==> src/design/msm_pkg.sv <==
package msm_pkg;

  // ****************************************************************
  // Register map (byte addresses) and field positions
  // ****************************************************************
  localparam logic [4:0] OFS_CTRL   = 5'h00;
  localparam logic [4:0] OFS_STATE  = 5'h04;
  localparam logic [4:0] OFS_EVENT  = 5'h08;
  localparam logic [4:0] OFS_MASK   = 5'h0c;
  localparam logic [4:0] OFS_SIMTIM = 5'h10;
  localparam logic [4:0] OFS_TOTTIM = 5'h14;

  // Control bit positions.
  localparam int CB_TWO_SENSOR = 0;
  localparam int CB_DIR_FIXED  = 1;
  localparam int CB_DIR_REV    = 2;
  localparam int CB_USE_CONF   = 3;
  localparam int CB_SIM_EN     = 4;
  localparam int CB_TOT_EN     = 5;
  localparam int CB_SAFE_END   = 6;
  localparam int CB_SEQ_MON    = 7;

  // Event bit positions.
  localparam int EV_START = 0;
  localparam int EV_END   = 1;
  localparam int EV_ERR   = 2;
  localparam int EV_CLR   = 3;

  localparam logic [7:0] CTRL_RST = 8'hb0;
  localparam logic [3:0] MASK_RST = 4'h0;

  // ****************************************************************
  // Guard times
  // ****************************************************************
  localparam int CLK_MHZ     = 200;
  localparam int SIM_TIME_US = 3000;
  localparam int TOT_TIME_MS = 60;
  localparam logic [31:0] SIM_CYC = 32'(SIM_TIME_US * CLK_MHZ);
  localparam logic [31:0] TOT_CYC = 32'(TOT_TIME_MS * 1000 * CLK_MHZ);

  // ****************************************************************
  // Types
  // ****************************************************************
  typedef struct packed {
    logic first_pair_sensor_one;
    logic first_pair_sensor_two;
    logic second_pair_sensor_one;
    logic second_pair_sensor_two;
    logic direction_confirm_input;
    logic field_free;
    logic override_req;
  } msm_sens_s;

  typedef struct packed {
    logic [4:0]  address;
    logic        read;
    logic        write;
    logic [31:0] writedata;
    logic [3:0]  byteenable;
  } msm_req_s;

  typedef enum logic [3:0] {
    ST_IDLE   = 4'b0001,
    ST_FIRST  = 4'b0010,
    ST_SECOND = 4'b0100,
    ST_TWO    = 4'b1000
  } msm_state_e;

endpackage

==> src/design/msm_top.sv <==
// Function
// - A muting cycle starts when both sensors of the first or the second pair are active.
// - Handover to the second pair only while all four sensors are active.
// - After handover, muting holds while both second pair sensors stay active.
// - Sequential mode ends the bypass once either second pair sensor is free.
// - Confirm input must rise before the first pair completes, else no start.
// - Two-sensor mode holds only while pair active and confirm came first.
// - Four-sensor mode runs both ways unless confirm or setting fixes direction.
// - Two-sensor mode passes material in the configured direction only.
// - Guards: simultaneity time, total time, end by field, sequence check.
// - An error stays until a full valid muting cycle or override.
// - While an error stands, release is low and the error flag high.
`timescale 1ns/1ps
`default_nettype none

module msm_top import msm_pkg::*; #(
  parameter logic [31:0] SIM_CYC_RST = SIM_CYC,
  parameter logic [31:0] TOT_CYC_RST = TOT_CYC
) (
  // Clock and reset
  input  wire logic        mclk,
  input  wire logic        rst_n,
  // Avalon-MM slave
  input  wire logic [4:0]  avs_address,
  input  wire logic        avs_read,
  input  wire logic        avs_write,
  input  wire logic [31:0] avs_writedata,
  input  wire logic [3:0]  avs_byteenable,
  output logic [31:0]      avs_readdata,
  output logic             avs_waitrequest,
  // Sensor and safety device pins
  input  wire logic        first_pair_sensor_one,
  input  wire logic        first_pair_sensor_two,
  input  wire logic        second_pair_sensor_one,
  input  wire logic        second_pair_sensor_two,
  input  wire logic        direction_confirm_input,
  input  wire logic        field_free,
  input  wire logic        override_req,
  // Results
  output logic             release_out,
  output logic             muting_active,
  output logic             muting_error,
  output logic             error_flag,
  output logic             irq
);

  // ****************************************************************
  // Reset release and pin synchronisation
  // ****************************************************************

  logic rst_meta_ff;
  logic rst_sync_ff;

  // Reset asserts at once but leaves through two flops.
  always_ff @(posedge mclk or negedge rst_n) begin
    if (!rst_n) begin
      rst_meta_ff <= 1'b0;
      rst_sync_ff <= 1'b0;
    end else begin
      rst_meta_ff <= 1'b1;
      rst_sync_ff <= rst_meta_ff;
    end
  end

  msm_sens_s pin_raw;
  msm_sens_s s;

  assign pin_raw = '{first_pair_sensor_one, first_pair_sensor_two,
                     second_pair_sensor_one, second_pair_sensor_two,
                     direction_confirm_input, field_free, override_req};

  msm_sync #(.W($bits(msm_sens_s))) u_sync (
    .mclk  (mclk),
    .rst_n (rst_sync_ff),
    .din   (pin_raw),
    .dout  (s)
  );

  // ****************************************************************
  // Registers
  // ****************************************************************

  logic [7:0]  ctrl_ff;
  logic [3:0]  event_ff;
  logic [3:0]  mask_ff;
  logic [31:0] sim_lim_ff;
  logic [31:0] tot_lim_ff;
  logic        wait_ff;
  logic [31:0] rdata_ff;
  logic        irq_ff;

  msm_state_e  state_ff;
  msm_state_e  nxt_state;
  logic        dir_rev_ff;
  logic        conf_seen_ff;
  logic        lock_ff;
  logic        cut_ff;
  logic        err_ff;
  logic        armed_ff;
  logic        release_ff;
  logic        muting_ff;
  logic        err_flag_ff;

  // Byte-lane merge, shared by every writable register.
  function automatic logic [31:0] be_merge(input logic [31:0] old,
                                           input logic [31:0] wd,
                                           input logic [3:0]  be);
    logic [31:0] r;
    r = old;
    for (int k = 0; k < 4; k++) begin
      if (be[k]) begin
        r[k*8 +: 8] = wd[k*8 +: 8];
      end
    end
    return r;
  endfunction

  // ****************************************************************
  // Bus decode
  // ****************************************************************

  msm_req_s req;
  wire      acc_go;
  wire      wr_go;
  wire      wr_ctrl;
  wire      wr_event;
  wire      wr_mask;
  wire      wr_sim;
  wire      wr_tot;
  wire      mode_two;
  wire      dir_fix;
  wire      cfg_rev;
  wire      use_conf;
  logic [31:0] rd_mux;
  logic [31:0] wmerge;

  assign req      = '{avs_address, avs_read, avs_write, avs_writedata,
                      avs_byteenable};
  // One wait state: accepted while waitrequest is high, answered next edge.
  assign acc_go   = (req.read || req.write) && wait_ff;
  assign wr_go    = req.write && !wait_ff;
  assign wr_ctrl  = wr_go && (req.address == OFS_CTRL);
  assign wr_event = wr_go && (req.address == OFS_EVENT);
  assign wr_mask  = wr_go && (req.address == OFS_MASK);
  assign wr_sim   = wr_go && (req.address == OFS_SIMTIM);
  assign wr_tot   = wr_go && (req.address == OFS_TOTTIM);
  assign wmerge   = be_merge(32'h0000_0000, req.writedata, req.byteenable);

  assign mode_two = ctrl_ff[CB_TWO_SENSOR];
  assign dir_fix  = ctrl_ff[CB_DIR_FIXED];
  assign cfg_rev  = ctrl_ff[CB_DIR_REV];
  assign use_conf = ctrl_ff[CB_USE_CONF];

  // Unmapped addresses read as zero and ignore writes.
  always_comb begin
    case (req.address)
      OFS_CTRL:   rd_mux = {24'h00_0000, ctrl_ff};
      OFS_STATE:  rd_mux = {23'h00_0000, conf_seen_ff, dir_rev_ff,
                            release_ff, err_ff, muting_ff, state_ff};
      OFS_EVENT:  rd_mux = {28'h000_0000, event_ff};
      OFS_MASK:   rd_mux = {28'h000_0000, mask_ff};
      OFS_SIMTIM: rd_mux = sim_lim_ff;
      OFS_TOTTIM: rd_mux = tot_lim_ff;
      default:    rd_mux = 32'h0000_0000;
    endcase
  end

  // ****************************************************************
  // Sensor conditions
  // ****************************************************************

  wire pa;
  wire pb;
  wire all4;
  wire all_free;
  wire allow_fwd;
  wire allow_rev;
  wire start_fwd;
  wire start_rev;
  wire start_req;
  wire conf_ok;
  wire go;
  wire refuse;
  wire p1;
  wire p2;
  wire two_pair;
  wire one_of_start;
  wire muting;
  wire sim_exp;
  wire tot_exp;
  wire tot_err;
  wire sim_err;
  wire seq_err;
  wire safe_end;
  wire end_ok;
  wire end_any;
  wire set_err;
  wire clr_err;
  logic [3:0] ev_in;

  assign pa       = s.first_pair_sensor_one && s.first_pair_sensor_two;
  assign pb       = s.second_pair_sensor_one && s.second_pair_sensor_two;
  assign all4     = pa && pb;
  assign all_free = !(s.first_pair_sensor_one || s.first_pair_sensor_two ||
                      s.second_pair_sensor_one || s.second_pair_sensor_two);

  // A fixed direction comes from the setting or from the confirm input.
  assign allow_fwd = !(dir_fix || use_conf) || !cfg_rev;
  assign allow_rev = !(dir_fix || use_conf) || cfg_rev;
  assign two_pair  = cfg_rev ? pb : pa;
  assign start_fwd = mode_two ? (two_pair && !cfg_rev) : (pa && allow_fwd);
  assign start_rev = mode_two ? (two_pair && cfg_rev) : (pb && allow_rev);
  assign start_req = (start_fwd || start_rev) && !lock_ff;
  assign conf_ok   = !use_conf || conf_seen_ff;
  assign go        = (state_ff == ST_IDLE) && start_req && conf_ok;
  assign refuse    = (state_ff == ST_IDLE) && start_req && !conf_ok;

  // The pair that opened the cycle and the pair that takes over.
  assign p1 = dir_rev_ff ? pb : pa;
  assign p2 = dir_rev_ff ? pa : pb;

  assign muting = (state_ff != ST_IDLE);

  // Simultaneity: only one sensor of either pair while idle.
  assign one_of_start = (state_ff == ST_IDLE) &&
    ((s.first_pair_sensor_one ^ s.first_pair_sensor_two) ||
     (s.second_pair_sensor_one ^ s.second_pair_sensor_two));

  msm_timer u_sim (
    .mclk    (mclk),
    .rst_n   (rst_sync_ff),
    .run     (one_of_start && !lock_ff),
    .limit   (sim_lim_ff),
    .expired (sim_exp)
  );

  msm_timer u_tot (
    .mclk    (mclk),
    .rst_n   (rst_sync_ff),
    .run     (muting),
    .limit   (tot_lim_ff),
    .expired (tot_exp)
  );

  assign sim_err  = sim_exp && ctrl_ff[CB_SIM_EN];
  assign tot_err  = tot_exp && ctrl_ff[CB_TOT_EN];
  // Sequence check: the entry pair broke before the handover happened.
  assign seq_err  = ctrl_ff[CB_SEQ_MON] && (state_ff == ST_FIRST) &&
                    !p1 && !all4;
  // The field cleared again after an interruption during muting.
  assign safe_end = ctrl_ff[CB_SAFE_END] && muting && cut_ff &&
                    s.field_free;

  // ****************************************************************
  // Muting sequence
  // ****************************************************************

  // Any guard failure drops muting at once; only clean exits count as valid.
  always_comb begin
    nxt_state = state_ff;
    case (state_ff)
      ST_IDLE: begin
        if (go) begin
          nxt_state = mode_two ? ST_TWO : ST_FIRST;
        end
      end
      ST_FIRST: begin
        if (tot_err || safe_end) begin
          nxt_state = ST_IDLE;
        end else if (all4) begin
          nxt_state = ST_SECOND;
        end else if (!p1) begin
          nxt_state = ST_IDLE;
        end
      end
      ST_SECOND: begin
        if (tot_err || safe_end || !p2) begin
          nxt_state = ST_IDLE;
        end
      end
      ST_TWO: begin
        if (tot_err || safe_end || !(cfg_rev ? pb : pa)) begin
          nxt_state = ST_IDLE;
        end
      end
      default: nxt_state = ST_IDLE;
    endcase
  end

  assign end_any = muting && (nxt_state == ST_IDLE);
  assign end_ok  = end_any && !tot_err &&
                   ((state_ff == ST_SECOND) || (state_ff == ST_TWO) || safe_end);
  assign set_err = sim_err || tot_err || seq_err || refuse;
  // Override, or a free field and sensors followed by a valid pass, clears.
  assign clr_err = s.override_req || (armed_ff && end_ok);

  assign ev_in = {clr_err && err_ff && !set_err, set_err, end_any, go};

  always_ff @(posedge mclk or negedge rst_sync_ff) begin
    if (!rst_sync_ff) begin
      state_ff <= ST_IDLE;
    end else begin
      state_ff <= nxt_state;
    end
  end

  // Direction is latched at the start of each cycle.
  always_ff @(posedge mclk or negedge rst_sync_ff) begin
    if (!rst_sync_ff) begin
      dir_rev_ff <= 1'b0;
    end else if (go) begin
      dir_rev_ff <= !start_fwd;
    end
  end

  // Confirm counts only while it stands and came before the entry pair was
  // complete; dropping it in idle forgets it, so a stale confirm cannot arm a pass.
  always_ff @(posedge mclk or negedge rst_sync_ff) begin
    if (!rst_sync_ff) begin
      conf_seen_ff <= 1'b0;
    end else if (end_any || ((state_ff == ST_IDLE) && !s.direction_confirm_input)) begin
      conf_seen_ff <= 1'b0;
    end else if ((state_ff == ST_IDLE) && s.direction_confirm_input &&
                 !start_req) begin
      conf_seen_ff <= 1'b1;
    end
  end

  // After any exit, wait until neither pair is complete so no re-entry happens.
  always_ff @(posedge mclk or negedge rst_sync_ff) begin
    if (!rst_sync_ff) begin
      lock_ff <= 1'b0;
    end else if (end_any || refuse) begin
      lock_ff <= 1'b1;
    end else if (!pa && !pb) begin
      lock_ff <= 1'b0;
    end
  end

  // Remembers that the field was broken during this muting cycle.
  always_ff @(posedge mclk or negedge rst_sync_ff) begin
    if (!rst_sync_ff) begin
      cut_ff <= 1'b0;
    end else if (!muting) begin
      cut_ff <= 1'b0;
    end else if (!s.field_free) begin
      cut_ff <= 1'b1;
    end
  end

  // ****************************************************************
  // Error hold and outputs
  // ****************************************************************

  // A new error wins over a clear arriving in the same cycle.
  always_ff @(posedge mclk or negedge rst_sync_ff) begin
    if (!rst_sync_ff) begin
      err_ff   <= 1'b0;
      armed_ff <= 1'b0;
    end else begin
      err_ff   <= set_err || (err_ff && !clr_err);
      armed_ff <= err_ff && !clr_err &&
                  (armed_ff || (all_free && s.field_free));
    end
  end

  // Release never rises while an error is held.
  always_ff @(posedge mclk or negedge rst_sync_ff) begin
    if (!rst_sync_ff) begin
      release_ff  <= 1'b0;
      muting_ff   <= 1'b0;
      err_flag_ff <= 1'b0;
    end else begin
      release_ff  <= !err_ff && (s.field_free || muting);
      muting_ff   <= muting;
      err_flag_ff <= err_ff;
    end
  end

  // ****************************************************************
  // Register file and bus answer
  // ****************************************************************

  always_ff @(posedge mclk or negedge rst_sync_ff) begin
    if (!rst_sync_ff) begin
      ctrl_ff    <= CTRL_RST;
      mask_ff    <= MASK_RST;
      sim_lim_ff <= SIM_CYC_RST;
      tot_lim_ff <= TOT_CYC_RST;
    end else begin
      if (wr_ctrl && req.byteenable[0]) begin
        ctrl_ff <= wmerge[7:0];
      end
      if (wr_mask && req.byteenable[0]) begin
        mask_ff <= wmerge[3:0];
      end
      if (wr_sim) begin
        sim_lim_ff <= be_merge(sim_lim_ff, req.writedata, req.byteenable);
      end
      if (wr_tot) begin
        tot_lim_ff <= be_merge(tot_lim_ff, req.writedata, req.byteenable);
      end
    end
  end

  // Sticky events: write one to clear, a fresh event wins.
  always_ff @(posedge mclk or negedge rst_sync_ff) begin
    if (!rst_sync_ff) begin
      event_ff <= 4'h0;
      irq_ff   <= 1'b0;
    end else begin
      event_ff <= (event_ff & ~(wr_event ? wmerge[3:0] : 4'h0)) | ev_in;
      irq_ff   <= |(((event_ff & ~(wr_event ? wmerge[3:0] : 4'h0)) | ev_in)
                    & mask_ff);
    end
  end

  // Waitrequest idles high and drops for exactly one cycle per access.
  always_ff @(posedge mclk or negedge rst_sync_ff) begin
    if (!rst_sync_ff) begin
      wait_ff  <= 1'b1;
      rdata_ff <= 32'h0000_0000;
    end else begin
      wait_ff <= !acc_go;
      if (acc_go && req.read) begin
        rdata_ff <= rd_mux;
      end
    end
  end

  assign avs_waitrequest = wait_ff;
  assign avs_readdata    = rdata_ff;
  assign release_out     = release_ff;
  assign muting_active   = muting_ff;
  assign muting_error    = err_flag_ff;
  assign error_flag      = err_flag_ff;
  assign irq             = irq_ff;

endmodule

`default_nettype wire

==> src/design/msm_sync.sv <==
`timescale 1ns/1ps
`default_nettype none

// Two-stage synchroniser, one pair of flip-flops per bit.
module msm_sync import msm_pkg::*; #(
  parameter int W = 7
) (
  // Clock and reset
  input  wire logic         mclk,
  input  wire logic         rst_n,
  // Data
  input  wire logic [W-1:0] din,
  output var  logic [W-1:0] dout
);

  genvar i;
  generate
    for (i = 0; i < W; i++) begin : g_bit
      logic meta_ff;
      // The first stage feeds only the second stage.
      always_ff @(posedge mclk or negedge rst_n) begin
        if (!rst_n) begin
          meta_ff <= 1'b0;
          dout[i] <= 1'b0;
        end else begin
          meta_ff <= din[i];
          dout[i] <= meta_ff;
        end
      end
    end
  endgenerate

endmodule

`default_nettype wire

==> src/design/msm_timer.sv <==
`timescale 1ns/1ps
`default_nettype none

// Counts while run is high, clears when it drops, flags the limit.
module msm_timer import msm_pkg::*; (
  // Clock and reset
  input  wire logic        mclk,
  input  wire logic        rst_n,
  // Control
  input  wire logic        run,
  input  wire logic [31:0] limit,
  output logic             expired
);

  logic [31:0] cnt_ff;

  // Saturates at the limit so a long stall cannot wrap back to zero.
  always_ff @(posedge mclk or negedge rst_n) begin
    if (!rst_n) begin
      cnt_ff <= 32'h0000_0000;
    end else if (!run) begin
      cnt_ff <= 32'h0000_0000;
    end else if (cnt_ff != limit) begin
      cnt_ff <= cnt_ff + 32'h0000_0001;
    end
  end

  assign expired = run && (cnt_ff == limit);

endmodule

`default_nettype wire

==> config.mk <==
export PLATFORM = sky130hd
export DESIGN_NAME = msm_top
export DESIGN_NICKNAME = d
export VERILOG_FILES = /design/src/design/msm_pkg.sv /design/src/design/msm_top.sv /design/src/design/msm_sync.sv /design/src/design/msm_timer.sv
export SDC_FILE = /design/constraint.sdc
export NUM_CORES = 1
export LEC_CHECK = 0
export BUFFER_PORTS_ARGS = -buffer_cell sky130_fd_sc_hd__buf_4
export CAP_MARGIN = 20
export CELL_PAD_IN_SITES_DETAIL_PLACEMENT = 0
export CELL_PAD_IN_SITES_GLOBAL_PLACEMENT = 1
export CORE_ASPECT_RATIO = 0.8
export CORE_MARGIN = 10
export CORE_UTILIZATION = 42
export CTS_CLUSTER_SIZE = 40
export DETAILED_ROUTE_END_ITERATION = 12
export GPL_TIMING_DRIVEN = 0
export PLACE_DENSITY_LB_ADDON = 0.2
export SLEW_MARGIN = 20
export SYNTH_ARGS = -nofsm -noshare
export SYNTH_HDL_FRONTEND = slang
export SYNTH_SLANG_ARGS = --single-unit
==> constraint.sdc <==
create_clock -name mclk -period 16.8 [get_ports mclk]
set_input_delay 5.04 -clock mclk [delete_from_list [all_inputs] [get_ports mclk]]
set_output_delay 5.04 -clock mclk [all_outputs]
set_load 0.1 [all_outputs]
==> flow_summary.json, run 1 <==
{
  "synth_top_flop_cell": "dfrtp_1",
  "clk_pin_slew_worst_paths_ns": 0.07,
  "ant_nets": 0,
  "die_w_um": 192,
  "drtIter0Drc": 641,
  "synthTopCellsByCount": "184 x dfrtp_1, 78 x mux2_2, 73 x nor2_1, 73 x xor2_1, 63 x nand2_1",
  "power.leakage_nw": 5.41,
  "htreeDepth": 1,
  "setup_tns_ns": 0,
  "syn_avg_cell_area_sq_um": 10.9,
  "dieHeight_um": 158,
  "synth_top_area_cell": "dfrtp_1",
  "hpwl_mm": 21.5,
  "cts_tree": "yes",
  "antenna_found_initial": 0,
  "max_freq_ghz": 0.140,
  "root_buffer": "clkbuf_16",
  "utilization_pct": 51.0,
  "crit_chain": "buf_4, nor3_1, nand2_1, nor2_1, and3_1, clkbuf_1, mux2_2",
  "clk_latency_ns": 0.52,
  "max_stage_delay_ns": 0.63,
  "ys_warn_count": 0,
  "synthTopCellsByArea": "dfrtp_1 46%, mux2_2 8.8%, xor2_1 6.4%",
  "drc": 0,
  "grt_pass1_wl_mm": 43.8,
  "hold_class": "reg -> async",
  "hold_viol_final": 0,
  "core-area_sq_um": 23300,
  "grt-ovfl-total": 0,
  "grt_pass1_vias": 7273,
  "skew_ns": 0.0173,
  "rows": 50,
  "worst_path_max_delay_cell": "nor2_1",
  "synthDistinctLibCells": 63,
  "setup_violations": 0,
  "path_max_fanout": 10,
  "synth_top_area_share_pct": 46.3,
  "layout-drive-gt1-share_pct": 24.7,
  "final_net_count": 1087,
  "synth_seq_cells": 207,
  "slew_viol_final": 0,
  "syn_nets": 968,
  "via_per_inst": 5.40,
  "worst-path-buf-inv": 2,
  "cts.path.max_buffers": 3,
  "path_class": "in -> reg",
  "cts_resized": 0,
  "vdd_drop_max_uv": 67.6,
  "vias": 7344,
  "arrival_ns": 7.52,
  "startpoint_type": "input pin",
  "syn_inst": 911,
  "post_cts_buffers": 0,
  "worst_pin_slew_ns": 0.939,
  "worst_ep_required_time_ns": 17.18,
  "cp_top_family": "simple AND/OR/NAND/NOR gates",
  "synth_most_common_cell": "dfrtp_1",
  "syn_to_final_growth_pct": 19.6,
  "postCtsHoldBufs": 0,
  "cts_buffers": 23,
  "initial_utilization_pct": 42.6,
  "place_congestion": 0.889,
  "cts.sinks": 207,
  "synth_edf_count": 0,
  "synth_area_sq_um": 9940,
  "wl_per_cell_um": 20.8,
  "ioPinCount": 90,
  "seq_area_frac_synth_pct": 52.4,
  "powerDensity_nw_per_um2": 115,
  "end_kind": "flop",
  "slew_headroom_pct": 37.4,
  "postSynth.asyncResetShare_pct": 100,
  "rsz0062_at_grt": "false",
  "grt_usage_pct": 18.6,
  "timing.final.crit_share_pct": 42.5,
  "die_area_sq_um": 30300,
  "maxCapViolations": 0,
  "outcome": "completed",
  "period_needed_ns": 7.14,
  "n_antenna_cell": 0,
  "grt_max_degree": 54,
  "dr.pass1.iters": 5,
  "wl_mm": 28.3,
  "port-buffer-count": 89
}
## logic make-up after synthesis
| kind of cell | after synthesis | share of synthesized area [%] |
|---|---|---|
| other | 1 | 0.0377 |
| AO/OA/AOI/OAI | 137 | 8.95 |
| XOR/XNOR | 114 | 10.0 |
| multiplexers | 87 | 10.2 |
| flip-flops | 207 | 52.4 |
| buffers and inverters | 69 | 2.74 |
| AND/OR/NAND/NOR | 291 | 15.0 |
| adder cells (fa/ha/maj) | 5 | 0.629 |
## worst paths after layout
kind	slack, ns	end	depth (start not counted)	startpoint
min in group mclk	0.35	u_sync.dout[3]	0	u_sync.g_bit[3].meta_ff
worst min-delay path	0.34	ctrl_ff[6]	0	rst_sync_ff
worst min register to register	0.34	ctrl_ff[6]	0	rst_sync_ff
worst max register to register	13.59	u_tot.cnt_ff[26]	8	tot_lim_ff[4]
worst max-delay path	9.66	sim_lim_ff[31]	7	avs_address[3]
max in group asynchronous	12.40	rst_sync_ff	1	rst_n
## report_power, final
part | internal (mW) | total (mW) | switching (mW)
sequential | 0.539 | 0.581 | 0.0414
combinational | 0.0889 | 0.273 | 0.184
clock | 0.307 | 0.520 | 0.213
total | 0.935 | 1.37 | 0.438
## routing by layer
layer | wire (um) | GRT usage, % | share of wire, % | vias up
met5 | 0 | 0 | 0 | -
met4 | 373 | 3.06 | 1.3 | 0
met3 | 1370 | 3.19 | 4.8 | 28
met2 | 12100 | 26.9 | 43 | 151
met1 | 14400 | 28.7 | 51 | 3675
li1 | - | - | - | 3490
## cell usage in the layout (no fill, tap or decap), drive strengths merged, types with 3 or more instances in the layout
cell and count:
o2111ai 4, o22ai 3, mux2i 5, dfrtp 184, nand4 14, nor2 73
and3 8, inv 28, ha 5, xor2 73, o211ai 3, nor4 28
nor4b 6, nand2 63, xnor2 41, a21oi 19, or2 5, or3 15
a22o 9, nor2b 3, nand2b 5, a21boi 3, nand3 27, nor3 31
o21ai 52, clkbuf 68, mux2 78, buf 99, a22oi 27, a221oi 4
mux4 4, dfstp 23, clkinv 6
## layout make-up
type / instances / area, sq um
plain buffers: 41 / 163
multi-input cells: 635 / 4470
well taps: 312 / 390
clock buffers: 32 / 659
repair buffers: 94 / 768
fillers: 2156 / 11400
flip-flops and latches: 207 / 5210
clock inverters: 10 / 120
inverters: 28 / 110
## metrics by stage
stage	setup slack [ns]	area [sq um]	hold slack, ns	std cells	power [mW]
after global placement	7.96	11000	0.333	1312	0.859
after floorplan	10.0	9940	0.331	911	0.763
after detailed placement	9.17	11100	0.335	1316	0.865
after CTS	9.70	11900	0.349	1358	1.39
final	9.66	11900	0.340	1359	1.37
after global routing	9.55	11900	0.357	1359	1.43
## state kept, by name, indices dropped and copies added, names as in the netlist, 4 cells and up
signal                cells
avs_readdata             32
ctrl_ff                   8
event_ff                  4
mask_ff                   4
sim_lim_ff               32
state_ff                  4
tot_lim_ff               32
u_sim.cnt_ff             32
u_sync.dout               7
u_sync.g_bit.meta_ff      7
u_tot.cnt_ff             32
(Power assumes the default switching activity.)
==> run 2, diff against run 1 <==
Clock period 16.8 ns to 5.9 ns, I/O delays scaled along.
==> run 2 against run 1 <==
Net effect: clock skew decreased by 0.0080 ns; design area increased by 0.35%; critical path depth unchanged; count of clock-buffer cells in the layout decreased by 7; critical path type unchanged; largest cell class unchanged; largest power group unchanged; highest routed layer unchanged.
==> flow_summary.json, run 2 (synthesis results as in run 1) <==
{
  "drc": 0,
  "cts_tree": "yes",
  "wl_met1_mm": 14.3,
  "postCtsHoldBufs": 0,
  "root_buffer": "clkbuf_16",
  "rows": 50,
  "powerDensity_nw_per_um2": 335,
  "drtIter0Drc": 462,
  "place_congestion": 0.881,
  "cts.path.max_buffers": 3,
  "utilization_pct": 51.2,
  "power.leakage_nw": 5.44,
  "crit_start": "avs_address[3]",
  "grt-ovfl-total": 0,
  "worst-path-buf-inv": 2,
  "end_kind": "flop",
  "path_max_fanout": 10,
  "worst_ep_required_time_ns": 6.30,
  "ant_nets": 0,
  "period_needed_ns": 3.80,
  "worst_pin_slew_ns": 1.05,
  "core-area_sq_um": 23300,
  "layout-drive-gt1-share_pct": 25.0,
  "dr.pass1.iters": 4,
  "cts_buffers": 23,
  "wl_mm": 28.0,
  "worstReg2RegEnd": "u_tot.cnt_ff[26]",
  "wl_met2_mm": 12.0,
  "final_cells": 1358,
  "arrival_ns": 4.20,
  "skew_ns": 0.00932,
  "post_cts_buffers": 0,
  "final_net_count": 1086,
  "r2r_start": "tot_lim_ff[4]",
  "mostFrequentLayoutCells": "183 x dfrtp_1, 91 x buf_4, 78 x mux2_2",
  "vdd_drop_max_uv": 183,
  "dp_slack_ns": 1.59,
  "r2r_slack_ns": 2.66,
  "setup_tns_ns": 0,
  "max_freq_ghz": 0.263,
  "setup_ws_ns": 2.10,
  "htreeDepth": 1,
  "cp_top_family": "simple AND/OR/NAND/NOR gates",
  "dieHeight_um": 158,
  "hold_class": "reg -> async",
  "timing.final.crit_share_pct": 64.4,
  "hold_viol_final": 0,
  "rsz0062_at_grt": "false",
  "initial_utilization_pct": 42.6,
  "placed_area_sq_um": 11100,
  "clk_latency_ns": 0.51,
  "n_antenna_cell": 0,
  "slew_headroom_pct": 29.0,
  "clk_pin_slew_worst_paths_ns": 0.06,
  "ioPinCount": 90,
  "grt_pass1_vias": 7307,
  "setup_violations": 0,
  "port-buffer-count": 89,
  "wl_per_cell_um": 20.6,
  "dp_cells": 1316,
  "grt_pass1_wl_mm": 43.9,
  "crit_path_end": "sim_lim_ff[25]",
  "grt_usage_pct": 18.6,
  "grt_max_degree": 57,
  "total_power_mw": 4.00,
  "hpwl_mm": 21.4,
  "vias": 7370,
  "max_stage_delay_ns": 0.65,
  "crit_chain": "buf_4, nor3_1, nand2_1, nor2_1, and3_1, clkbuf_1, mux2_2",
  "maxCapViolations": 0,
  "path_class": "in -> reg",
  "outcome": "completed",
  "reg2regPathDepth": 8,
  "slew_viol_final": 0,
  "die_w_um": 192,
  "via_per_inst": 5.43,
  "cts.sinks": 207,
  "antenna_found_initial": 0,
  "syn_to_final_growth_pct": 20.1,
  "worst-path-stages": 7,
  "final_area_sq_um": 11900,
  "final_common_cell": "dfrtp_1",
  "startpoint_type": "input pin",
  "hold_slack_ns": 0.335,
  "topRoutingLayerUsed": "met4",
  "met3_length_mm": 1.16,
  "die_area_sq_um": 30300,
  "worst_path_max_delay_cell": "nor2_1",
  "cts_resized": 0
}
run 2: worst min path at each step:
stage | endpoint | slack (ns) | cells past startpoint
3_5_place_dp | rst_sync_ff | 0.33 | 0
4_1_cts | rst_sync_ff | 0.35 | 0
3_3_place_gp | u_sync.dout[0] | 0.33 | 0
6_report | u_sync.g_bit[1].meta_ff | 0.34 | 0
2_1_floorplan | rst_sync_ff | 0.33 | 0
5_1_grt | u_sync.dout[2] | 0.36 | 0
run 2: cell type report:
cell class | count | area [sq um]
fillers | 2171 | 11400
flip-flops and latches | 207 | 5210
multi-input cells | 635 | 4470
repair buffers | 93 | 763
clock buffers | 25 | 603
well taps | 312 | 390
clock inverters | 17 | 223
plain buffers | 41 | 163
inverters | 28 | 110
run 2: worst reg2reg max path, stage by stage, from the launching register on:
cell       delay (ns)
dfrtp_1          0.42
xor2_1           0.21
nor4_1           0.58
nand4_1          0.29
o2111ai_1        0.81
clkbuf_1         0.47
nor3_1           0.11
xnor2_1          0.17
nor2_1           0.05
run 2: where the power goes:
group | internal [mW] | leakage (nW) | switching, mW | total, mW
clock | 0.961 | 0.409 | 0.610 | 1.57
combinational | 0.253 | 2.31 | 0.522 | 0.774
sequential | 1.53 | 2.72 | 0.118 | 1.65
run 2: metal layers:
layer | global-route usage (%) | up-vias
met3 | 2.81 | 25
met4 | 3.87 | 0
met5 | 0 | -
li1 | - | 3467
met2 | 26.9 | 159
met1 | 28.5 | 3719
